<file path="src/hdl/ledind_pkg.sv">
// Purpose: shared constants and types for the indicator lamp logic.
// Assumes: 250 MHz system clock, 32-bit APB register access.
// Notes: one package serves the single design file and the bench.
package ledind_pkg;

    // ------------------------------------------------------------
    // sizes and timing
    // ------------------------------------------------------------
    localparam int NUM_SRC = 5;
    localparam int CLK_MHZ = 250;
    localparam int FLASH_HALF_MS = 500;
    localparam int FLASH_HALF_CYC = FLASH_HALF_MS * CLK_MHZ * 1000;

    // ------------------------------------------------------------
    // register map (byte addresses)
    // ------------------------------------------------------------
    localparam logic [11:0] CFG_OFFS = 12'h000;
    localparam logic [11:0] STAT_OFFS = 12'h004;

    // configuration word fields
    localparam int CFG_INV_LSB = 0;
    localparam int CFG_LATCH_BIT = 5;
    localparam int CFG_ACT_LSB = 8;
    localparam int CFG_INACT_LSB = 12;

    // status word fields
    localparam int ST_SRC_LSB = 0;
    localparam int ST_COMB_BIT = 5;
    localparam int ST_HELD_BIT = 6;
    localparam int ST_RED_BIT = 7;
    localparam int ST_GREEN_BIT = 8;

    // ------------------------------------------------------------
    // colour settings
    // ------------------------------------------------------------
    typedef enum logic [2:0] {
        LEDIND_DARK = 3'b000,
        LEDIND_GREEN = 3'b001,
        LEDIND_RED = 3'b010,
        LEDIND_RED_FLASH = 3'b011,
        LEDIND_GREEN_FLASH = 3'b100
    } ledind_color_t;

    typedef struct packed {
        ledind_color_t inact_color;
        ledind_color_t act_color;
        logic latch_en;
        logic [NUM_SRC-1:0] invert;
    } ledind_cfg_t;

    localparam ledind_cfg_t CFG_RESET = '{
        inact_color: LEDIND_DARK,
        act_color: LEDIND_RED,
        latch_en: 1'b0,
        invert: 5'h00
    };

    // lamp drive pair
    typedef struct packed {
        logic red;
        logic green;
    } ledind_lamp_t;

endpackage : ledind_pkg

</file>
<file path="src/hdl/ledind_top.sv">
// Purpose: one front-panel indicator: source combine, latch, colour and flash.
// Assumes: sources and acknowledge are synchronous to clk_i.
// Notes: configuration and status reachable over a zero-wait APB slave.
//
// How it works
// - each of the sources may be inverted on its own; inversion off by default
// - lamp state follows the OR of all sources after their inversion
// - true state shows active colour: green, red, flashing red/green; red default
// - false state shows inactive colour, any of those or dark; dark default
// - optional latch, off by default, holds a pickup after sources fall
// - acknowledge clears the held pickup only once no source is still present
// - acknowledge is ignored entirely while latching is off
//
// Our own choices: the register offsets and the APB interface to the registers.
`timescale 1ns/100ps

module ledind_top
    import ledind_pkg::*;
#(
    parameter int FLASH_HALF = ledind_pkg::FLASH_HALF_CYC
) (
    // clock and reset
    input wire logic clk_i,
    input wire logic rstn_i,
    // apb slave
    input wire logic psel_i,
    input wire logic penable_i,
    input wire logic pwrite_i,
    input wire logic [11:0] paddr_i,
    input wire logic [31:0] pwdata_i,
    output logic [31:0] prdata_o,
    output logic pready_o,
    output logic pslverr_o,
    // indicator sources and acknowledge
    input wire logic [ledind_pkg::NUM_SRC-1:0] src_i,
    input wire logic ack_i,
    // lamp drive
    output ledind_pkg::ledind_lamp_t lamp_o
);
    import ledind_pkg::*;

    // ------------------------------------------------------------
    // helpers
    // ------------------------------------------------------------
    // unknown codes behave as dark so a bad write cannot light the lamp
    function automatic ledind_lamp_t color_drive(input logic [2:0] code,
                                                 input logic phase);
        ledind_lamp_t l;
        l = '0;
        case (code)
            LEDIND_GREEN: begin
                l.green = 1'b1;
            end
            LEDIND_RED: begin
                l.red = 1'b1;
            end
            LEDIND_RED_FLASH: begin
                l.red = phase;
            end
            LEDIND_GREEN_FLASH: begin
                l.green = phase;
            end
            default: begin
                l = '0;
            end
        endcase
        return l;
    endfunction : color_drive

    // ------------------------------------------------------------
    // register images
    // ------------------------------------------------------------
    // one place defines each read layout from the package field constants; the bench checks it with its own literals
    function automatic logic [31:0] cfg_word(input ledind_cfg_t c);
        logic [31:0] w;
        w = 32'h00000000;
        w[CFG_INV_LSB +: NUM_SRC] = c.invert;
        w[CFG_LATCH_BIT] = c.latch_en;
        w[CFG_ACT_LSB +: 3] = c.act_color;
        w[CFG_INACT_LSB +: 3] = c.inact_color;
        return w;
    endfunction : cfg_word

    // unused status bits read as zero so later fields can be added safely
    function automatic logic [31:0] stat_word(input logic [NUM_SRC-1:0] s,
                                              input logic comb,
                                              input logic held,
                                              input ledind_lamp_t lamp);
        logic [31:0] w;
        w = 32'h00000000;
        w[ST_SRC_LSB +: NUM_SRC] = s;
        w[ST_COMB_BIT] = comb;
        w[ST_HELD_BIT] = held;
        w[ST_RED_BIT] = lamp.red;
        w[ST_GREEN_BIT] = lamp.green;
        return w;
    endfunction : stat_word

    // ------------------------------------------------------------
    // register bus
    // ------------------------------------------------------------
    ledind_cfg_t cfg_reg;
    logic held_reg;
    logic flash_phase_reg;
    ledind_lamp_t lamp_reg;
    logic [NUM_SRC-1:0] src_eff;
    logic combined;
    logic shown_active;
    logic acc_phase;
    logic addr_hit_cfg;
    logic addr_hit_stat;

    assign acc_phase = psel_i & penable_i;
    assign addr_hit_cfg = (paddr_i == CFG_OFFS);
    assign addr_hit_stat = (paddr_i == STAT_OFFS);
    // zero wait states: every access completes in its first access cycle
    assign pready_o = 1'b1;
    assign pslverr_o = acc_phase & ~(addr_hit_cfg | addr_hit_stat);
    // reads are loaded in the setup cycle, so the status image is one cycle
    // older than the access phase; software polls, so the lag is harmless
    // writes to the status offset are dropped without an error response

    always_ff @(posedge clk_i) begin
        if (!rstn_i) begin
            cfg_reg <= CFG_RESET;
        end else if (acc_phase && pwrite_i && addr_hit_cfg) begin
            cfg_reg.invert <= pwdata_i[CFG_INV_LSB +: NUM_SRC];
            cfg_reg.latch_en <= pwdata_i[CFG_LATCH_BIT];
            cfg_reg.act_color <= ledind_color_t'(pwdata_i[CFG_ACT_LSB +: 3]);
            cfg_reg.inact_color <= ledind_color_t'(pwdata_i[CFG_INACT_LSB +: 3]);
        end
    end

    always_ff @(posedge clk_i) begin
        if (!rstn_i) begin
            prdata_o <= 32'h00000000;
        end else if (psel_i && !penable_i && !pwrite_i) begin
            if (addr_hit_cfg) begin
                prdata_o <= cfg_word(cfg_reg);
            end else if (addr_hit_stat) begin
                prdata_o <= stat_word(src_i, combined, held_reg, lamp_reg);
            end else begin
                prdata_o <= 32'h00000000;
            end
        end
    end

    // ------------------------------------------------------------
    // source combine
    // ------------------------------------------------------------
    // inversion is an xor so a cleared invert bit passes the source unchanged
    assign src_eff = src_i ^ cfg_reg.invert;
    assign combined = |src_eff;

    // ------------------------------------------------------------
    // latch and acknowledge
    // ------------------------------------------------------------
    // a live pickup always wins over an acknowledge in the same cycle
    // the held flag is cleared while latching is off so that turning the
    // option on later cannot show a stale pickup
    // acknowledge is a level: holding it high clears each new hold as soon
    // as its sources fall
    always_ff @(posedge clk_i) begin
        if (!rstn_i) begin
            held_reg <= 1'b0;
        end else if (!cfg_reg.latch_en) begin
            held_reg <= 1'b0;
        end else if (combined) begin
            held_reg <= 1'b1;
        end else if (ack_i) begin
            held_reg <= 1'b0;
        end
    end

    assign shown_active = combined | held_reg;

    // ------------------------------------------------------------
    // flash divider
    // ------------------------------------------------------------
    // the divider runs free, so all lamps built from this block flash in step
    // when they share a reset; the cost is a 32-bit counter per lamp
    // the half period must be at least one cycle
    logic [31:0] flash_cnt_reg;
    logic flash_tick;

    assign flash_tick = (flash_cnt_reg == 32'(FLASH_HALF - 1));

    always_ff @(posedge clk_i) begin
        if (!rstn_i || flash_tick) begin
            flash_cnt_reg <= 32'h00000000;
        end else begin
            flash_cnt_reg <= flash_cnt_reg + 32'h00000001;
        end
    end

    always_ff @(posedge clk_i) begin
        if (!rstn_i) begin
            flash_phase_reg <= 1'b1;
        end else if (flash_tick) begin
            flash_phase_reg <= ~flash_phase_reg;
        end
    end

    // ------------------------------------------------------------
    // colour output
    // ------------------------------------------------------------
    // the lamp is registered: one cycle from a source change to the pin,
    // and both colours come from one flip-flop pair so they never glitch
    always_ff @(posedge clk_i) begin
        if (!rstn_i) begin
            lamp_reg <= '0;
        end else if (shown_active) begin
            lamp_reg <= color_drive(cfg_reg.act_color, flash_phase_reg);
        end else begin
            lamp_reg <= color_drive(cfg_reg.inact_color, flash_phase_reg);
        end
    end

    assign lamp_o = lamp_reg;

endmodule : ledind_top

</file>
<file path="config.mk">
export PLATFORM = sky130hd
export DESIGN_NAME = ledind_top
export DESIGN_NICKNAME = d
export VERILOG_FILES = /design/src/hdl/ledind_pkg.sv /design/src/hdl/ledind_top.sv
export SDC_FILE = /design/constraint.sdc
export NUM_CORES = 1
export LEC_CHECK = 0
export ABC_AREA = 1
export BUFFER_PORTS_ARGS = -buffer_cell sky130_fd_sc_hd__buf_2
export CORE_MARGIN = 1
export CORE_UTILIZATION = 30
export DETAILED_ROUTE_END_ITERATION = 7
export GPL_ROUTABILITY_DRIVEN = 0
export MAX_ROUTING_LAYER = met4
export SLEW_MARGIN = 15
export SYNTH_ARGS = -nofsm -noshare
export SYNTH_HDL_FRONTEND = slang
export SYNTH_SLANG_ARGS = --single-unit
</file>
<file path="constraint.sdc">
create_clock -name clk_i -period 1.8 [get_ports clk_i]
set_input_delay 0.09 -clock clk_i [delete_from_list [all_inputs] [get_ports clk_i]]
set_output_delay 0.09 -clock clk_i [all_outputs]
set_load 0.03 [all_outputs]
</file>
==> results of run 1 <==
logic make-up (layout without fill, tap and decap cells):
family	count (synthesis)	after routing	synth area share, %
flops	62	62	35.38
simple gates	289	289	37.20
other cells	2	19	0.2141
xor+xnor	17	17	4.244
compound gates	59	59	10.24
fa+ha+maj	1	1	0.3566
buf+inv	87	138	12.38
Yosys cell counts (all sizes together):
cell    count
or2         1
clkbuf      2
xnor2       7
dfxtp      62
nand2     126
a31oi       1
nor3        6
ha          1
nand4       5
a211oi      1
conb        2
o211ai      1
xor2       10
inv        57
o21a       11
buf        28
nand3b      7
nor2      100
nand3      44
o21ai       6
a21oi      39
metal layers:
layer  vias up  GRT usage (%)
met5         -              -
met4         0          5.357
met3        11          4.233
met2        99          24.69
met1      1445          17.43
li1       1728              -
per-stage QoR:
step,cells,hold slack (ns)
4_1_cts,728,0.02304
3_5_place_dp,701,0.3048
5_1_grt,728,0.04477
2_1_floorplan,534,0.2138
3_3_place_gp,701,0.2982
6_report,728,0.03402
path summary, 6_finish.rpt:
kind,start,endpoint,slack (ns)
max reg2reg,flash_cnt_reg[0]$_SDFF_PP0_,flash_cnt_reg[17]$_SDFF_PP0_,0.22
min,pwdata_i[9],cfg_reg[7]$_SDFFE_PN1P_,0.03
max,flash_cnt_reg[0]$_SDFF_PP0_,flash_cnt_reg[17]$_SDFF_PP0_,0.22
min reg2reg,cfg_reg[8]$_SDFFE_PN0P_,prdata_o[10]$_SDFFE_PN0P_,0.46
worst max-delay path, delay by kind of cell, from the launching register on:
family | cells | cell delay (ns)
buffers and inverters | 2 | 0.28
AND/OR/NAND/NOR | 6 | 0.62
flip-flops | 1 | 0.36
adder cells (fa/ha/maj) | 1 | 0.20
timing repair:
item | 4_1_cts | 5_1_grt
setup endpoints to repair | 0 | 0
hold buffers | 11 | 0
buffers inserted | 0 | 0
hold endpoints to repair | 11 | 0
layout make-up:
type	instances	area [um2]	share of cell area [%]
Multi-Input combinational cell	385	1897	44.99
Clock buffer	9	225.2	5.341
Timing Repair Buffer	65	412.9	9.792
Inverter	57	214.0	5.074
Clock inverter	7	47.55	1.128
Tap cell	143	178.9	4.243
Sequential cell	62	1241	29.44
power by group:
group          leakage (nW)  internal [mW]  total, mW  switching (mW)
registers             0.502           1.39       1.40          0.0113
logic                  1.02         0.0875      0.263           0.175
clock network         0.132          0.932       1.58           0.647
==> summary.txt, run 1 <==
Req. time, crit path - 2.01 ns
max reg flops - 32
Max stage delay on crit path - 0.36 ns
Max-Cap Viols - 0
Hold Violations, Final - 0
met1 WL - 3675 um
post-detailed-route via-to-cell ratio - 4.510
CP Capture Type - register
crit share post-route - 87.55%
routed wl met3 - 403 um
antenna cells - 0
Worst setup SP type - register
Setup Viol. Count Final - 0
number of synthesized register bits - 62
synthesized cell area - 3508 um2
wire per inst - 10.95 um
H-tree depth - 3
Synth top area share - 35.38%
FILL cells - 1212
pre-CTS setup slack - 0.2310 ns
cell count after synthesis - 517
IO Count - 91
fin area - 4217 um2
Worst VDD drop - 0.4916 mV
core box area - 11420 um2
Met2 Routed Length - 3750 um
CTS tree - built
worst endpoint data arrival time - 1.79 ns
clock sinks - 62
grt ovf - 0
Starting Density - 30.73%
Post-DP Area - 3834 um2
outcome - finished clean
Clock transition at path regs - 0.06 ns
Total Routing Usage GR - 14.98%
Hold/Removal Path Class - in2reg
die area - 12130 um2
initial antenna violation count - 0
Final Util - 36.93%
CTS Buf Count - 9
chip width - 110.1 um
share of cells above drive strength 1 - 17.44%
detailed-route DRC error count - 0
CTS resizes - 0
standard-cell row count - 39
Post-DRT Antenna Nets - 0
drt initial violations - 109
area delta synth->final - 20.19%
clk_lat worst skew - 0.33 ns
fin. max-slew vios - 0
DRT Pass-1 Iters - 4
Final min period - 1.576 ns
synth top area cells - dfxtp_1 35%, nand2_1 13%, nor2_1 9.2%
largest net degree at the start of global routing - 33
commonest non-fill, non-tap cell in the layout - nand2_1
Synth area leader - dfxtp_1
TNS Setup - 0 ns
critical-path cell with the highest stage delay - dfxtp_1
register area share after synthesis - 35.38%
Worst Reg2Reg Path Length in Cells - 9
WHS Path Cells - 3
Syn Area/Cell - 6.786 um2
Peak Freq - 634.6 MHz
Worst Path Max Fanout - 32
Max Root-Sink Buffers - 2
critical path type - reg2reg
top layer in use - met4
root buffer cell - clkbuf_16
Lkg Pwr - 1.653 nW
clock skew - 0.008024 ns
post-synthesis cell type count - 32
vias - 3283
DPL Wire Length - 6057 um
critical path, cell by cell - ha_1, inv_1, nor2_2, nand3_1, nor2_1, nand2_1, nand2_2, buf_12, nor2_1
vias in the first global route - 3047
RSZ-0062 raised after global routing - no
most frequent cell on the critical path - nor2_1
PD cells - 769.3 nW/um2
port bufs - 51
layout net count - 636
Detailed Route WL - 7969 um
die height - 110.1 um
first-pass GRT wire length - 13630 um
Ys Warns - 0
Overall Power - 3.244 mW
worst setup margin - 0.2242 ns
most frequent cells in the layout - 123 x nand2_1, 86 x nor2_1, 62 x dfxtp_1
(Power assumes the default switching activity.)
==> run 2: changes to the inputs <==
--- a/config.mk
+++ b/config.mk
@@ -12,6 +12,7 @@
 export DETAILED_ROUTE_END_ITERATION = 7
 export GPL_ROUTABILITY_DRIVEN = 0
 export MAX_ROUTING_LAYER = met4
+export SETUP_SLACK_MARGIN = 0.5
 export SLEW_MARGIN = 15
 export SYNTH_ARGS = -nofsm -noshare
 export SYNTH_HDL_FRONTEND = slang
==> run 2 against run 1 <==
Net effect: total power up 12%; non-clock buffer count increased by 25; clock skew decreased by 0.0031 ns; design area rose by 12%; critical path type unchanged; critical endpoint is now flash_cnt_reg[16]$_SDFF_PP0_; largest cell class unchanged.
==> summary.txt, run 2 (same netlist as run 1, synthesis figures left out) <==
RSZ-0062 raised after global routing - yes (was no)
min-delay src - pwdata_i[9] (unchanged)
Sw Share - 23.17% (was 25.69%)
P_sw - 843.7 uW (was 833.4 uW)
Worst Path Max Fanout - 8 (was 32)
Max-Cap Viols - 0 (unchanged)
worst endpoint data arrival time - 1.69 ns (was 1.79 ns)
DP Cell Count - 701 (unchanged)
antenna cells - 0 (unchanged)
CTS tree - built (unchanged)
Overall Power - 3.642 mW (was 3.244 mW)
fin. max-slew vios - 0 (unchanged)
die height - 110.1 um (unchanged)
WHS Endpoint - cfg_reg[7]$_SDFFE_PN1P_ (unchanged)
Setup Viol. Count Final - 0 (unchanged)
critical path type - reg2reg (unchanged)
Comb pwr share - 8.4% (was 8.1%)
Detailed Route WL - 8914 um (was 7969 um)
max reg flops - 32 (unchanged)
Hold Violations, Final - 0 (unchanged)
WHS Path Cells - 3 (unchanged)
Worst Reg2Reg Path Length in Cells - 9 (unchanged)
vias - 3472 (was 3283)
Non-Filler Instances - 753 (was 728)
Final min period - 1.465 ns (was 1.576 ns)
Worst VDD drop - 0.5530 mV (was 0.4916 mV)
reg-to-reg setup timing slack - 0.33 ns (was 0.22 ns)
first-pass GRT wire length - 14680 um (was 13630 um)
DPL Wire Length - 6113 um (was 6057 um)
standard-cell row count - 39 (unchanged)
Seq pwr share - 38.4% (was 43.2%)
Clock transition at path regs - 0.06 ns (about the same)
chip width - 110.1 um (unchanged)
H-tree depth - 3 (unchanged)
pre-CTS setup slack - 0.2790 ns (was 0.2310 ns)
Total Routing Usage GR - 16.19% (was 14.98%)
clk_lat worst skew - 0.33 ns (about the same)
Req. time, crit path - 2.02 ns (was 2.01 ns)
commonest non-fill, non-tap cell in the layout - nand2_1 (unchanged)
DRT Pass-1 Iters - 4 (unchanged)
IO Count - 91 (unchanged)
grt ovf - 0 (unchanged)
worst setup margin - 0.3349 ns (was 0.2242 ns)
root buffer cell - clkbuf_16 (unchanged)
core box area - 11420 um2 (unchanged)
Lkg Pwr - 1.882 nW (was 1.653 nW)
Final Util - 41.23% (was 36.93%)
Hold/Removal Path Class - in2reg (unchanged)
port bufs - 51 (unchanged)
crit share post-route - 81.39% (was 87.55%)
Worst setup SP type - register (unchanged)
TNS Setup - 0 ns (unchanged)
CP Capture Type - register (unchanged)
outcome - finished clean (unchanged)
Max Root-Sink Buffers - 2 (unchanged)
wire per inst - 11.84 um (was 10.95 um)
worst reg2reg path endpoint - flash_cnt_reg[16]$_SDFF_PP0_ (was flash_cnt_reg[17]$_SDFF_PP0_)
Peak Freq - 682.6 MHz (was 634.6 MHz)
most frequent cells in the layout - 117 x nand2_1, 77 x nor2_1, 53 x inv_1 (was 123 x nand2_1, 86 x nor2_1, 62 x dfxtp_1)
cell-internal power - 2.798 mW (was 2.411 mW)
clock skew - 0.004960 ns (was 0.008024 ns)
Post-DRT Antenna Nets - 0 (unchanged)
Reg-to-Reg Start - flash_cnt_reg[20]$_SDFF_PP0_ (was flash_cnt_reg[0]$_SDFF_PP0_)
vias in the first global route - 3180 (was 3047)
detailed-route DRC error count - 0 (unchanged)
post-detailed-route via-to-cell ratio - 4.611 (was 4.510)
largest net degree at the start of global routing - 24 (was 33)
share of cells above drive strength 1 - 28.69% (was 17.44%)
Clk pwr share - 53.2% (was 48.7%)
drt initial violations - 158 (was 109)
layout net count - 661 (was 636)
die area - 12130 um2 (unchanged)
area delta synth->final - 34.20% (was 20.19%)
PD cells - 773.5 nW/um2 (was 769.3 nW/um2)
clock sinks - 62 (unchanged)
initial antenna violation count - 0 (unchanged)
CTS Buf Count - 9 (unchanged)
Starting Density - 30.73% (unchanged)
==> run 2: changes by cell type in the layout (fill, tap and decap cells not counted), moves of 6 or more <==
| cell | delta |
|---|---|
| buf_4 | +22 |
| dfxtp_1 | -18 |
| dfxtp_2 | +15 |
| nor2_1 | -9 |
| a21oi_1 | -7 |
| a21oi_2 | +7 |
| nand2_1 | -6 |
| nor2_4 | +6 |
==> run 2: metal layers <==
metal	global-route usage, %	vias to the layer above	wire [um]
li1	-	1776	-
met1	18.57	1575	3988
met2	27.28	103	4300
met3	3.469	18	388
met4	6.955	0	237
met5	-	-	0
==> run 2: metrics by stage <==
stage          hold WS [ns]  instance area [um2]
2_1_floorplan        0.2138                 3587
3_3_place_gp         0.2990                 3836
3_5_place_dp         0.3035                 3836
4_1_cts             0.01484                 4492
5_1_grt             0.04342                 4708
6_report            0.03354                 4708
==> run 2: worst max path at each step <==
stage | start | to | slack [ns] | cells after the start
finish | flash_cnt_reg[20]$_SDFF_PP0_ | flash_cnt_reg[16]$_SDFF_PP0_ | 0.33 | 9
global route | flash_cnt_reg[9]$_SDFF_PP0_ | flash_cnt_reg[17]$_SDFF_PP0_ | 0.26 | 10
CTS | flash_cnt_reg[0]$_SDFF_PP0_ | flash_cnt_reg[16]$_SDFF_PP0_ | 0.34 | 10
detailed placement | flash_cnt_reg[16]$_SDFF_PP0_ | flash_cnt_reg[7]$_SDFF_PP0_ | 0.28 | 8
global placement | flash_cnt_reg[16]$_SDFF_PP0_ | flash_cnt_reg[16]$_SDFF_PP0_ | 0.29 | 8
floorplan | flash_cnt_reg[1]$_SDFF_PP0_ | flash_cnt_reg[16]$_SDFF_PP0_ | 0.51 | 9
==> run 2: final cells by class <==
class,instances,area (um2)
repair buffers,90,644.4
multi-input cells,385,2063
inverters,57,216.5
clock inverters,4,77.57
flip-flops and latches,62,1271
fillers,1164,6710
well taps,143,178.9
clock buffers,12,256.5
==> run 2: worst max-delay path, cell delays in order, from the launching register on <==
cell,delay (ns)
dfxtp_4,0.37
nand2_4,0.06
nor3_4,0.18
nand2_2,0.10
nor2_4,0.15
nand2_2,0.09
nand2_4,0.12
buf_6,0.12
buf_12,0.12
nor2_1,0.05
==> run 2: power groups by stage <==
stage	clock network, mW	logic [mW]	registers, mW
floorplan	0	0.175	1.46
global placement	0	0.243	1.43
detailed placement	0	0.246	1.44
CTS	1.97	0.303	1.40
global route	2.02	0.338	1.40
finish	1.94	0.306	1.40
==> run 2: what timing repair did <==
action / CTS / global route
hold buffers: 11 / 0
pin swaps: 8 / 15
resized for setup: 26 / 38
setup buffers: 10 / 13
setup endpoints to repair: 32 / 50
gates cloned: 2 / 0
hold endpoints to repair: 11 / 0
==> run 3: changes to the inputs <==
==> constraint.sdc (replaced) <==
create_clock -name clk_i -period 1.3 [get_ports clk_i]
set_input_delay 0.065 -clock clk_i [delete_from_list [all_inputs] [get_ports clk_i]]
set_output_delay 0.065 -clock clk_i [all_outputs]
set_load 0.03 [all_outputs]
==> run 3 against run 2 <==
Net effect: the run now ends with setup timing left; clock skew is 0.00068 ns higher; sequential power is 39% higher; design area is 25% higher; clock-buffer cell count is 3 lower; clock power is 25% higher; fmax is 0.82% higher; wire length is 30% higher; largest power group unchanged; total power is 36% higher; die area stayed put.
==> summary.txt, run 3 (same netlist as run 1, synthesis figures left out) <==
layout net count - 724 (was 661)
commonest non-fill, non-tap cell in the layout - nand2_1 (unchanged)
Req. time, crit path - 1.53 ns (was 2.02 ns)
first-pass GRT wire length - 16990 um (was 14680 um)
max reg flops - 32 (unchanged)
DP Cell Count - 753 (was 701)
crit share post-route - 111.8% (was 81.39%)
die area - 12130 um2 (unchanged)
Peak Freq - 688.1 MHz (was 682.6 MHz)
clk_lat worst skew - 0.33 ns (about the same)
DRT Pass-1 Iters - 4 (unchanged)
largest net degree at the start of global routing - 23 (was 24)
CP Capture Type - register (unchanged)
multi-input logic area - 2524 um2 (was 2063 um2)
detailed-route DRC error count - 0 (unchanged)
post-detailed-route via-to-cell ratio - 4.725 (was 4.611)
reg-to-reg setup timing slack - -0.15 ns (was 0.33 ns)
pre-CTS setup slack - -0.1419 ns (was 0.2790 ns)
Hold Violations, Final - 0 (unchanged)
area delta synth->final - 67.33% (was 34.20%)
H-tree depth - 3 (unchanged)
Overall Power - 4.944 mW (was 3.642 mW)
clock sinks - 62 (unchanged)
outcome - complete, but fails checks (was finished clean)
CTS Buf Count - 9 (unchanged)
core box area - 11420 um2 (unchanged)
root buffer cell - clkbuf_16 (unchanged)
Storage cell area - 1284 um2 (was 1271 um2)
initial antenna violation count - 0 (unchanged)
Post-DRT Antenna Nets - 0 (unchanged)
end of the critical path - flash_cnt_reg[28]$_SDFF_PP0_ (was flash_cnt_reg[16]$_SDFF_PP0_)
Clock transition at path regs - 0.06 ns (about the same)
wire per inst - 14.21 um (was 11.84 um)
RSZ-0062 raised after global routing - yes (unchanged)
Hold/Removal Path Class - in2reg (unchanged)
Worst Path Max Fanout - 6 (was 8)
Detailed Route WL - 11600 um (was 8914 um)
fin. max-slew vios - 0 (unchanged)
FILL cells - 1039 (was 1164)
Worst VDD drop - 0.6306 mV (was 0.5530 mV)
Final min period - 1.453 ns (was 1.465 ns)
Reg-to-Reg Start - flash_cnt_reg[31]$_SDFF_PP0_ (was flash_cnt_reg[20]$_SDFF_PP0_)
violated checks - setup timing
PD cells - 842.1 nW/um2 (was 773.5 nW/um2)
Worst setup SP type - register (unchanged)
share of cells above drive strength 1 - 49.63% (was 28.69%)
CTS tree - built (unchanged)
Starting Density - 30.73% (unchanged)
Setup Viol. Count Final - 33 (was 0)
most frequent cells in the layout - 108 x nand2_1, 69 x buf_4, 52 x nor2_1 (was 117 x nand2_1, 77 x nor2_1, 53 x inv_1)
antenna cells - 0 (unchanged)
standard-cell row count - 39 (unchanged)
critical path type - reg2reg (unchanged)
DPL Wire Length - 7227 um (was 6113 um)
Worst Reg2Reg Path Length in Cells - 9 (unchanged)
drt initial violations - 162 (was 158)
vias - 3856 (was 3472)
worst setup margin - -0.1532 ns (was 0.3349 ns)
Crit. Startpoint - flash_cnt_reg[31]$_SDFF_PP0_ (was flash_cnt_reg[20]$_SDFF_PP0_)
grt ovf - 0 (unchanged)
vias in the first global route - 3689 (was 3180)
IO Count - 91 (unchanged)
chip width - 110.1 um (unchanged)
Lkg Pwr - 2.263 nW (was 1.882 nW)
Max Root-Sink Buffers - 2 (unchanged)
Total Routing Usage GR - 19.23% (was 16.19%)
port bufs - 51 (unchanged)
worst endpoint data arrival time - 1.68 ns (was 1.69 ns)
Max-Cap Viols - 0 (unchanged)
Non-Filler Instances - 816 (was 753)
clock skew - 0.005643 ns (was 0.004960 ns)
die height - 110.1 um (unchanged)
worst reg2reg path endpoint - flash_cnt_reg[28]$_SDFF_PP0_ (was flash_cnt_reg[16]$_SDFF_PP0_)
run 3: cell count changes in the layout (fill, tap and decap cells not counted), moves of 19 or more:
cell / change
nand3_1: -24
buf_6: +31
nor2_1: -25
nand3_2: +19
buf_4: +46
buf_2: -25
run 3: worst max-delay path, stage by stage, from the launching register on:
cell       delay [ns]
dfxtp_2          0.32
inv_2            0.05
nand2_2          0.05
nor3_2           0.17
nand2_1          0.13
nor2_4           0.18
nand2_4          0.09
nand2_8          0.13
clkbuf_16        0.17
a21oi_1          0.04
run 3: metal layers:
metal  up-vias  routed length [um]  GRT usage [%]
met5         -                   0              -
met2       114                6073          33.93
met4         0                 295          8.271
met1      1817                4625          20.14
met3        24                 602          5.232
li1       1901                   -              -
run 3: layout make-up:
class / instances / area share [%]
timing repair buffer: 150 / 23.15
sequential: 62 / 21.87
clock buffer: 9 / 3.836
multi-input combinational: 388 / 42.99
tap: 143 / 3.048
clock inverter: 7 / 1.257
inverter: 57 / 3.858
run 3: how the worst min path moves through the flow:
| stage | start | to | slack [ns] | depth (start not counted) |
|---|---|---|---|---|
| floorplan | pwdata_i[0] | cfg_reg[0]$_SDFFE_PN0P_ | 0.19 | 1 |
| detailed placement | pwdata_i[12] | cfg_reg[9]$_SDFFE_PN0P_ | 0.28 | 2 |
| CTS | ack_i | held_reg$_SDFFE_PN0P_ | 0.02 | 4 |
| finish | ack_i | held_reg$_SDFFE_PN0P_ | 0.05 | 4 |
| global route | ack_i | held_reg$_SDFFE_PN0P_ | 0.05 | 4 |
| global placement | pwdata_i[1] | cfg_reg[1]$_SDFFE_PN0P_ | 0.27 | 2 |
run 3: metrics by stage:
stage	instance area, um2	hold WS, ns	util [%]	TNS, ns
final	5871	0.04646	51.41	-4.235
after global routing	5871	0.04655	51.41	-6.866
after global placement	4338	0.2750	37.99	-3.087
after floorplan	3704	0.1887	-	0
after CTS	5258	0.01906	46.04	-2.585
after detailed placement	4338	0.2819	37.99	-3.955
run 3: what timing repair did:
| action | in CTS | in global routing |
|---|---|---|
| pin swaps | 41 | 40 |
| gates resized for setup | 100 | 106 |
| endpoints found under the setup margin | 69 | 79 |
| setup buffers | 17 | 10 |
| cloned | 2 | 6 |
| hold endpoints to repair | 12 | 0 |
| hold buffers | 12 | 0 |
run 3: power breakdown:
group | total [mW] | switching, mW | internal, mW | leakage, nW
Combinational | 0.574 | 0.336 | 0.238 | 1.60
Sequential | 1.95 | 0.0210 | 1.93 | 0.515
Clock | 2.42 | 0.933 | 1.49 | 0.146
Total | 4.94 | 1.29 | 3.65 | 2.26
